$ cat config.mk
export PLATFORM = sky130hd
export DESIGN_NAME = meter_serial_port
export DESIGN_NICKNAME = d
export VERILOG_FILES = /design/src/core/meter_port_pkg.sv /design/src/core/meter_serial_port.sv
export SDC_FILE = /design/constraint.sdc
export NUM_CORES = 1
export LEC_CHECK = 0
export BUFFER_PORTS_ARGS = -buffer_cell sky130_fd_sc_hd__buf_2
export CELL_PAD_IN_SITES_DETAIL_PLACEMENT = 1
export CELL_PAD_IN_SITES_GLOBAL_PLACEMENT = 2
export CORE_UTILIZATION = 40
export CTS_CLUSTER_DIAMETER = 120
export DETAILED_ROUTE_END_ITERATION = 12
export PLACE_DENSITY_LB_ADDON = 0.25
export SYNTH_ARGS = -nofsm -noshare
export SYNTH_HDL_FRONTEND = slang
export SYNTH_SLANG_ARGS = --single-unit
$ cat constraint.sdc
create_clock -name core_clk -period 24.6 [get_ports core_clk]
set_input_delay 2.46 -clock core_clk [delete_from_list [all_inputs] [get_ports core_clk]]
set_output_delay 2.46 -clock core_clk [all_outputs]
set_load 0.005 [all_outputs]
$ cat src/core/meter_port_pkg.sv
// Package with constants and types for the meter serial port and pulse output
package meter_port_pkg;

  // Avalon-MM register map, byte addresses
  localparam int          ADDR_W             = 5;
  localparam logic [4:0]  OFS_WAVE_MODE      = 5'h00;
  localparam logic [4:0]  OFS_PULSE_NUM      = 5'h04;
  localparam logic [4:0]  OFS_PULSE_DEN      = 5'h08;
  localparam logic [4:0]  OFS_IRQ_MASK       = 5'h0c;
  localparam logic [4:0]  OFS_IRQ_STATUS     = 5'h10;

  // Field positions
  localparam int          BIT_SRC_SEL        = 0;
  localparam int          BIT_ENERGY_HALF    = 0;
  localparam int          BIT_SAMPLE_READY   = 1;
  localparam int          BIT_FIFO_EMPTY     = 2;
  localparam int          BIT_FIFO_FULL      = 3;
  localparam int          POS_LAST_CMD       = 8;

  // Widths
  localparam int          SCALE_W            = 12;
  localparam int          POWER_W            = 16;
  localparam int          ENERGY_W           = 24;
  localparam int          SAMPLE_W           = 24;
  localparam int          FIFO_DEPTH         = 16;
  localparam int          ACC_W              = 48;
  localparam int          PULSE_SHIFT        = 16;

  // Reset values
  localparam logic [11:0] RST_PULSE_NUM      = 12'h000;
  localparam logic [11:0] RST_PULSE_DEN      = 12'h000;
  localparam logic [1:0]  RST_IRQ_MASK       = 2'h0;

  // Serial command that reads one waveform sample
  localparam logic [7:0]  CMD_READ_WAVE      = 8'h01;
  localparam int          BYTE_BITS          = 8;

  // Timing
  localparam int          CLK_HZ             = 20_000_000;
  localparam int          PULSE_WIDTH_US     = 100;
  localparam int          PULSE_WIDTH_CYC    = (PULSE_WIDTH_US * (CLK_HZ / 1_000_000) > 0) ?
                                               PULSE_WIDTH_US * (CLK_HZ / 1_000_000) : 1;

  typedef struct packed {
    logic [SCALE_W-1:0] numerator;
    logic [SCALE_W-1:0] denominator;
    logic               source_sel;
  } pulse_cfg_t;

  typedef struct packed {
    logic sample_ready;
    logic energy_half;
  } irq_bits_t;

  typedef enum logic {SPI_CMD, SPI_SEND} spi_state_t;

endpackage

$ cat src/core/meter_serial_port.sv
// Sample FIFO and meter serial port, interrupt and reactive pulse logic
//
// Design decisions made here: the address map and the Avalon-MM slave port.
`timescale 1ns/1ps

module sample_fifo #(
  parameter int WIDTH = 24,
  parameter int DEPTH = 16
) (
  input  wire logic             core_clk,
  input  wire logic             rst,
  input  wire logic             in_valid,
  output logic                  in_ready,
  input  wire logic [WIDTH-1:0] in_data,
  output logic                  out_valid,
  input  wire logic             out_ready,
  output logic      [WIDTH-1:0] out_data
);
  localparam int PTR_W = $clog2(DEPTH);

  logic [WIDTH-1:0] mem_ff [DEPTH];
  logic [PTR_W-1:0] wr_ptr_ff;
  logic [PTR_W-1:0] rd_ptr_ff;
  logic [PTR_W:0]   count_ff;
  logic             push;
  logic             pop;

  assign in_ready  = (count_ff != (PTR_W+1)'(DEPTH));
  assign out_valid = (count_ff != '0);
  assign push      = in_valid & in_ready;
  assign pop       = out_valid & out_ready;
  assign out_data  = mem_ff[rd_ptr_ff];

  always_ff @(posedge core_clk) begin
    if (push) begin
      mem_ff[wr_ptr_ff] <= in_data;
    end
  end

  always_ff @(posedge core_clk or posedge rst) begin
    if (rst) begin
      wr_ptr_ff <= '0;
      rd_ptr_ff <= '0;
      count_ff  <= '0;
    end else begin
      if (push) begin
        wr_ptr_ff <= wr_ptr_ff + 1'b1;
      end
      if (pop) begin
        rd_ptr_ff <= rd_ptr_ff + 1'b1;
      end
      count_ff <= count_ff + (PTR_W+1)'(push) - (PTR_W+1)'(pop);
    end
  end
endmodule // sample_fifo

module meter_serial_port
  import meter_port_pkg::*;
(
  input  wire logic                                core_clk,
  input  wire logic                                rst,
  // Avalon-MM slave
  input  wire logic [meter_port_pkg::ADDR_W-1:0]   avs_address,
  input  wire logic                                avs_read,
  input  wire logic                                avs_write,
  input  wire logic [31:0]                         avs_writedata,
  output logic      [31:0]                         avs_readdata,
  output logic                                     avs_waitrequest,
  // Serial pins
  input  wire logic                                sclk,
  input  wire logic                                cs_n,
  input  wire logic                                din,
  output logic                                     dout_out,
  output logic                                     dout_oe,
  // Open-drain interrupt
  output logic                                     irq_n_out,
  output logic                                     irq_n_oe,
  // Measurement side
  input  wire logic                                wave_in_valid,
  output logic                                     wave_in_ready,
  input  wire logic [meter_port_pkg::SAMPLE_W-1:0] wave_in_data,
  input  wire logic [meter_port_pkg::ENERGY_W-1:0] active_energy,
  input  wire logic [meter_port_pkg::POWER_W-1:0]  reactive_power,
  input  wire logic [meter_port_pkg::POWER_W-1:0]  apparent_power,
  output logic                                     reactive_pulse_out
);
  import meter_port_pkg::*;

  // Register file
  pulse_cfg_t                cfg_ff;
  irq_bits_t                 mask_ff;
  irq_bits_t                 status_ff;
  logic                      ack_ff;
  logic [31:0]               rdata_ff;
  logic                      wr_en;
  logic                      rd_en;
  logic [31:0]               nxt_rdata;

  // Serial side
  logic [2:0]                sync1_ff;
  logic [2:0]                sync2_ff;
  logic                      sclk_prev_ff;
  logic                      sclk_rise;
  logic                      sclk_fall;
  logic                      selected;
  spi_state_t                spi_state_ff;
  logic [4:0]                bit_cnt_ff;
  logic [7:0]                cmd_sh_ff;
  logic [7:0]                last_cmd_ff;
  logic [SAMPLE_W-1:0]       tx_sh_ff;
  logic                      dout_ff;
  logic                      byte_done;
  logic [7:0]                cmd_byte;

  // FIFO
  logic                      fifo_out_valid;
  logic                      fifo_pop;
  logic [SAMPLE_W-1:0]       fifo_out_data;
  logic                      sample_push;

  // Energy and pulse
  logic                      half_prev_ff;
  logic                      half_rise;
  logic [ACC_W-1:0]          acc_ff;
  logic [ACC_W-1:0]          acc_sum;
  logic [ACC_W-1:0]          threshold;
  logic [POWER_W-1:0]        sel_power;
  logic [11:0]               pulse_cnt_ff;

  // Avalon slave: one wait state, then answer
  assign avs_waitrequest = (avs_read | avs_write) & ~ack_ff;
  assign wr_en           = avs_write & ack_ff;
  assign rd_en           = avs_read & ~ack_ff;
  assign avs_readdata    = rdata_ff;

  always_ff @(posedge core_clk or posedge rst) begin
    if (rst) begin
      ack_ff <= 1'b0;
    end else begin
      ack_ff <= (avs_read | avs_write) & ~ack_ff;
    end
  end

  always_comb begin
    nxt_rdata = 32'h0000_0000;
    case (avs_address)
      OFS_WAVE_MODE: nxt_rdata[BIT_SRC_SEL] = cfg_ff.source_sel;
      OFS_PULSE_NUM: nxt_rdata[SCALE_W-1:0] = cfg_ff.numerator;
      OFS_PULSE_DEN: nxt_rdata[SCALE_W-1:0] = cfg_ff.denominator;
      OFS_IRQ_MASK: begin
        nxt_rdata[BIT_ENERGY_HALF]  = mask_ff.energy_half;
        nxt_rdata[BIT_SAMPLE_READY] = mask_ff.sample_ready;
      end
      OFS_IRQ_STATUS: begin
        nxt_rdata[BIT_ENERGY_HALF]              = status_ff.energy_half;
        nxt_rdata[BIT_SAMPLE_READY]             = status_ff.sample_ready;
        nxt_rdata[BIT_FIFO_EMPTY]               = ~fifo_out_valid;
        nxt_rdata[BIT_FIFO_FULL]                = ~wave_in_ready;
        nxt_rdata[POS_LAST_CMD+7:POS_LAST_CMD]  = last_cmd_ff;
      end
      default: nxt_rdata = 32'h0000_0000;
    endcase
  end

  always_ff @(posedge core_clk or posedge rst) begin
    if (rst) begin
      rdata_ff <= 32'h0000_0000;
    end else if (rd_en) begin
      rdata_ff <= nxt_rdata;
    end
  end

  always_ff @(posedge core_clk or posedge rst) begin
    if (rst) begin
      cfg_ff.source_sel  <= 1'b0;
      cfg_ff.numerator   <= RST_PULSE_NUM;
      cfg_ff.denominator <= RST_PULSE_DEN;
      mask_ff            <= RST_IRQ_MASK;
    end else if (wr_en) begin
      case (avs_address)
        OFS_WAVE_MODE: cfg_ff.source_sel  <= avs_writedata[BIT_SRC_SEL];
        OFS_PULSE_NUM: cfg_ff.numerator   <= avs_writedata[SCALE_W-1:0];
        OFS_PULSE_DEN: cfg_ff.denominator <= avs_writedata[SCALE_W-1:0];
        OFS_IRQ_MASK: begin
          mask_ff.energy_half  <= avs_writedata[BIT_ENERGY_HALF];
          mask_ff.sample_ready <= avs_writedata[BIT_SAMPLE_READY];
        end
        default: ;
      endcase
    end
  end

  // Sticky status, write one to clear; a new event wins over the clear
  assign sample_push = wave_in_valid & wave_in_ready;
  assign half_rise   = active_energy[ENERGY_W-1] & ~half_prev_ff;

  always_ff @(posedge core_clk or posedge rst) begin
    if (rst) begin
      half_prev_ff <= 1'b0;
    end else begin
      half_prev_ff <= active_energy[ENERGY_W-1];
    end
  end

  always_ff @(posedge core_clk or posedge rst) begin
    if (rst) begin
      status_ff <= '0;
    end else begin
      if (half_rise) begin
        status_ff.energy_half <= 1'b1;
      end else if (wr_en && avs_address == OFS_IRQ_STATUS && avs_writedata[BIT_ENERGY_HALF]) begin
        status_ff.energy_half <= 1'b0;
      end
      if (sample_push) begin
        status_ff.sample_ready <= 1'b1;
      end else if (wr_en && avs_address == OFS_IRQ_STATUS && avs_writedata[BIT_SAMPLE_READY]) begin
        status_ff.sample_ready <= 1'b0;
      end
    end
  end

  // Open drain: only ever drives low
  assign irq_n_out = 1'b0;
  assign irq_n_oe  = |(status_ff & mask_ff);

  // Samples wait here; a full buffer stalls the measurement side
  sample_fifo #(
    .WIDTH (SAMPLE_W),
    .DEPTH (FIFO_DEPTH)
  ) u_fifo (
    .core_clk  (core_clk),
    .rst       (rst),
    .in_valid  (wave_in_valid),
    .in_ready  (wave_in_ready),
    .in_data   (wave_in_data),
    .out_valid (fifo_out_valid),
    .out_ready (fifo_pop),
    .out_data  (fifo_out_data)
  );

  // Two-flop synchronisers for sclk, cs_n and din
  genvar gi;
  generate
    for (gi = 0; gi < 3; gi++) begin : g_sync
      always_ff @(posedge core_clk or posedge rst) begin
        if (rst) begin
          sync1_ff[gi] <= (gi == 1) ? 1'b1 : 1'b0;
          sync2_ff[gi] <= (gi == 1) ? 1'b1 : 1'b0;
        end else begin
          sync1_ff[gi] <= (gi == 0) ? sclk : (gi == 1) ? cs_n : din;
          sync2_ff[gi] <= sync1_ff[gi];
        end
      end
    end
  endgenerate

  always_ff @(posedge core_clk or posedge rst) begin
    if (rst) begin
      sclk_prev_ff <= 1'b0;
    end else begin
      sclk_prev_ff <= sync2_ff[0];
    end
  end

  // Serial clock comes only from the host; edges found by oversampling
  assign selected  = ~sync2_ff[1];
  assign sclk_rise = selected & sync2_ff[0] & ~sclk_prev_ff;
  assign sclk_fall = selected & ~sync2_ff[0] & sclk_prev_ff;
  assign cmd_byte  = {cmd_sh_ff[6:0], sync2_ff[2]};
  assign byte_done = sclk_fall && spi_state_ff == SPI_CMD && bit_cnt_ff == 5'(BYTE_BITS - 1);
  assign fifo_pop  = byte_done && cmd_byte == CMD_READ_WAVE && fifo_out_valid;

  always_ff @(posedge core_clk or posedge rst) begin
    if (rst) begin
      spi_state_ff <= SPI_CMD;
      bit_cnt_ff   <= '0;
      cmd_sh_ff    <= 8'h00;
      last_cmd_ff  <= 8'h00;
    end else if (!selected) begin
      spi_state_ff <= SPI_CMD;
      bit_cnt_ff   <= '0;
    end else if (sclk_fall) begin
      case (spi_state_ff)
        SPI_CMD: begin
          cmd_sh_ff <= cmd_byte;
          if (byte_done) begin
            bit_cnt_ff  <= '0;
            last_cmd_ff <= cmd_byte;
            if (cmd_byte == CMD_READ_WAVE) begin
              spi_state_ff <= SPI_SEND;
            end
          end else begin
            bit_cnt_ff <= bit_cnt_ff + 5'h01;
          end
        end
        SPI_SEND: begin
          if (bit_cnt_ff == 5'(SAMPLE_W - 1)) begin
            bit_cnt_ff   <= '0;
            spi_state_ff <= SPI_CMD;
          end else begin
            bit_cnt_ff <= bit_cnt_ff + 5'h01;
          end
        end
        default: spi_state_ff <= SPI_CMD;
      endcase
    end
  end

  // An empty buffer sends zeros rather than stalling the host
  always_ff @(posedge core_clk or posedge rst) begin
    if (rst) begin
      tx_sh_ff <= '0;
      dout_ff  <= 1'b0;
    end else if (byte_done && cmd_byte == CMD_READ_WAVE) begin
      tx_sh_ff <= fifo_out_valid ? fifo_out_data : '0;
    end else if (sclk_rise && spi_state_ff == SPI_SEND) begin
      dout_ff  <= tx_sh_ff[SAMPLE_W-1];
      tx_sh_ff <= {tx_sh_ff[SAMPLE_W-2:0], 1'b0};
    end
  end

  assign dout_out = dout_ff;
  assign dout_oe  = selected && spi_state_ff == SPI_SEND;

  // Pulse output: power times numerator against denominator threshold
  assign sel_power = cfg_ff.source_sel ? apparent_power : reactive_power;
  assign acc_sum   = acc_ff + ACC_W'(sel_power) * ACC_W'(cfg_ff.numerator);
  assign threshold = ACC_W'({(cfg_ff.denominator == '0) ? 12'h001 : cfg_ff.denominator,
                             {PULSE_SHIFT{1'b0}}});

  always_ff @(posedge core_clk or posedge rst) begin
    if (rst) begin
      acc_ff       <= '0;
      pulse_cnt_ff <= '0;
    end else begin
      if (acc_sum >= threshold) begin
        acc_ff <= acc_sum - threshold;
      end else begin
        acc_ff <= acc_sum;
      end
      // Pulses closer than one width merge; a limit on full-scale rate
      if (acc_sum >= threshold) begin
        pulse_cnt_ff <= 12'(PULSE_WIDTH_CYC);
      end else if (pulse_cnt_ff != '0) begin
        pulse_cnt_ff <= pulse_cnt_ff - 12'h001;
      end
    end
  end

  always_ff @(posedge core_clk or posedge rst) begin
    if (rst) begin
      reactive_pulse_out <= 1'b0;
    end else begin
      reactive_pulse_out <= (pulse_cnt_ff != '0) || (acc_sum >= threshold);
    end
  end

endmodule // meter_serial_port

==> results.json <==
{
  "dieHeight_um": 281.9,
  "synth_async_sr_flop_share": 0.3118,
  "period_share": 0.4461,
  "post_dp_cell_area_um2": 32880,
  "drive_gt1_frac": 0.1512,
  "place_congestion": 0.7981,
  "design_area_um2": 34870,
  "setup_viol": 0,
  "ys_ff_latch": 558,
  "cp_max_fo": 27,
  "p_leak_nw": 13.44,
  "grt_max_degree": 102,
  "io_pins": 164,
  "cts.sinks": 558,
  "grt_pass1_vias": 21958,
  "seqCellArea_um2": 15890,
  "cp-start-kind": "input port",
  "die_w_um": 281.9,
  "netlist_top_cells_count": "edfxtp_1, inv_1, nand2_1, dfrtp_1, fa_1",
  "postSynthAreaPerCell_um2": 12.40,
  "area_growth_pct": 11.24,
  "ant_nets": 0,
  "start_util": 0.4046,
  "synth_cells": 2528,
  "maxCapViolCount": 0,
  "critPathRequiredTime_ns": 25.11,
  "post_cts_resized": 0,
  "cts_buffer_depth": 3,
  "worst_pin_slew_ns": 1.225,
  "drtPass1Iterations": 7,
  "fin_setup_tns_ns": 0,
  "cts_hold_buf": 0,
  "critPathCaptureType": "flop",
  "synth.distinct_cells": 87,
  "worstHoldPathType": "flop to flop",
  "max_freq_mhz": 91.12,
  "r2r_slack_ns": 14.67,
  "ys_warn_count": 0,
  "totalWireLength_um": 84750,
  "final_net_count": 2979,
  "skew_ns": 0.02819,
  "slew_headroom": 0.1811,
  "grt_use_total": 0.2167,
  "ys.flop_type": "edfxtp_1",
  "hold_viol_final": 0,
  "grt_first_pass_wirelength_um": 130100,
  "synth.area.top_cells": "edfxtp_1, dfrtp_1, fa_1",
  "ys_seq_area_frac": 0.5069,
  "multiInputGateArea_um2": 13970,
  "rsz0062_at_grt": "false",
  "coreArea_um2": 77470,
  "std_cell_rows": 102,
  "crit_slowest_cell": "nor3_4",
  "grt_antenna_before_repair": 6,
  "irDropWorstVdd_v": 0.0001278,
  "n_fill_cell": 8090,
  "powerDensity_nw_per_um2": 128.4,
  "root_buffer": "clkbuf_16",
  "hpwl_um": 56540,
  "die_area_um2": 79490,
  "drt-wirelength-per-cell_um": 23.02,
  "critical_path.max_stage_delay_ns": 0.97,
  "overflow": 0,
  "numCtsBuffers": 59,
  "arrival_ns": 11.48,
  "period_minus_slack_ns": 10.97,
  "critPathKind": "input port to flop",
  "cts.clk_slew.worst_paths_ns": 0.07,
  "status": "finished, final reports clean",
  "postCtsSetupBuffers": 0,
  "synthMostInstantiatedCell": "edfxtp_1",
  "cts_tree": "built",
  "dr_total_vias": 19991,
  "first_iter_violations": 1053,
  "crit_top_cell": "fa_1",
  "synth_top_area_cell": "edfxtp_1",
  "remaining_drc_errors": 0,
  "clk-insertion-delay-late_ns": 0.65,
  "synthesis.area_um2": 31350,
  "synth_top_cell_area_share": 0.3679,
  "io_buffers": 103,
  "routed_via_density": 5.431,
  "slew_violations": 0,
  "cts_htree_levels": 2,
  "synth_edf_count": 384
}
## critical path, delay by kind of cell
family / cells / cell delay (ns)
muxes: 1 / 0.43
and+or+nand+nor: 8 / 2.78
buffers and inverters: 5 / 0.31
AOI/OAI and AO/OA: 7 / 1.83
adders and majority gates: 7 / 3.25
xor gates and xnor gates: 2 / 0.39
## placed cells by master (no fill, tap or decap), drive strengths merged, types with 28 or more instances in the layout
master,count
edfxtp,384
inv,272
nand2,227
dfrtp,172
fa,169
a21oi,137
buf,128
and2,104
o21ai,98
ha,96
mux2i,90
clkbuf,77
mux2,74
nor2,74
mux4,57
xnor2,43
xor2,37
nor3,34
nand3,28
## registers in the layout, indices dropped and copies added, names as in the netlist, 2 cells and up
register and flops:
mask_ff 2, cmd_sh_ff 7, cfg_ff 25, pulse_cnt_ff 12, tx_sh_ff 24, acc_ff 48, u_fifo.count_ff 5, last_cmd_ff 8
sync2_ff 2, sync1_ff 3, u_fifo.rd_ptr_ff 4, status_ff 2, bit_cnt_ff 5, u_fifo.wr_ptr_ff 4, u_fifo.mem_ff 384, avs_readdata 16
## final timing paths
path / start / endpoint / cells after the start
worst max register to register: cfg_ff[0] / acc_ff[39] / 30
worst min-delay path: sync1_ff[2] / cmd_byte[0] / 0
worst min register to register: sync1_ff[2] / cmd_byte[0] / 0
worst max-delay path: reactive_power[8] / acc_ff[39] / 30
max in group asynchronous: rst / acc_ff[23] / 3
min in group asynchronous: rst / pulse_cnt_ff[5] / 2
## per-layer routing
layer	global-route usage	wire length [um]
met1	0.2623	34510
met5	0	37
met3	0.02610	2539
met4	0.06257	2158
met2	0.4014	45500
## per-stage QoR
step	setup slack, ns	instances	hold slack [ns]	power [mW]	util
after global placement	13.11	3568	0.3398	3.554	0.4245
after detailed placement	12.95	3568	0.3503	3.610	0.4245
final	13.63	3681	0.3591	4.478	0.4501
after CTS	13.60	3679	0.3519	4.537	0.4501
after floorplan	14.60	2544	0.3312	2.912	-
after global routing	13.16	3681	0.3660	4.814	0.4501
## kinds of logic after synthesis
kind of cell    count (synthesis)  synth area share
simple gates                  589           0.09440
flops                         558            0.5069
buf+inv                       412           0.05261
compound gates                402           0.08111
fa+ha+maj                     265            0.1463
mux                           221           0.09628
xor+xnor                       80           0.02235
other cells                     1         0.0001196
## power by group
group	total [mW]	switching [mW]	internal (mW)
clock network	0.903	0.393	0.510
registers	1.23	0.0773	1.15
logic	2.34	1.49	0.854
## cell type report
type                       count  area share
clock inverter                34     0.01059
timing repair buffer         128     0.02017
clock buffer                  77     0.04629
antenna                        2   0.0001435
sequential                   558      0.4558
inverter                     268     0.02906
tap                         1040     0.03732
multi-input combinational   1574      0.4006
(Power assumes the default switching activity.)
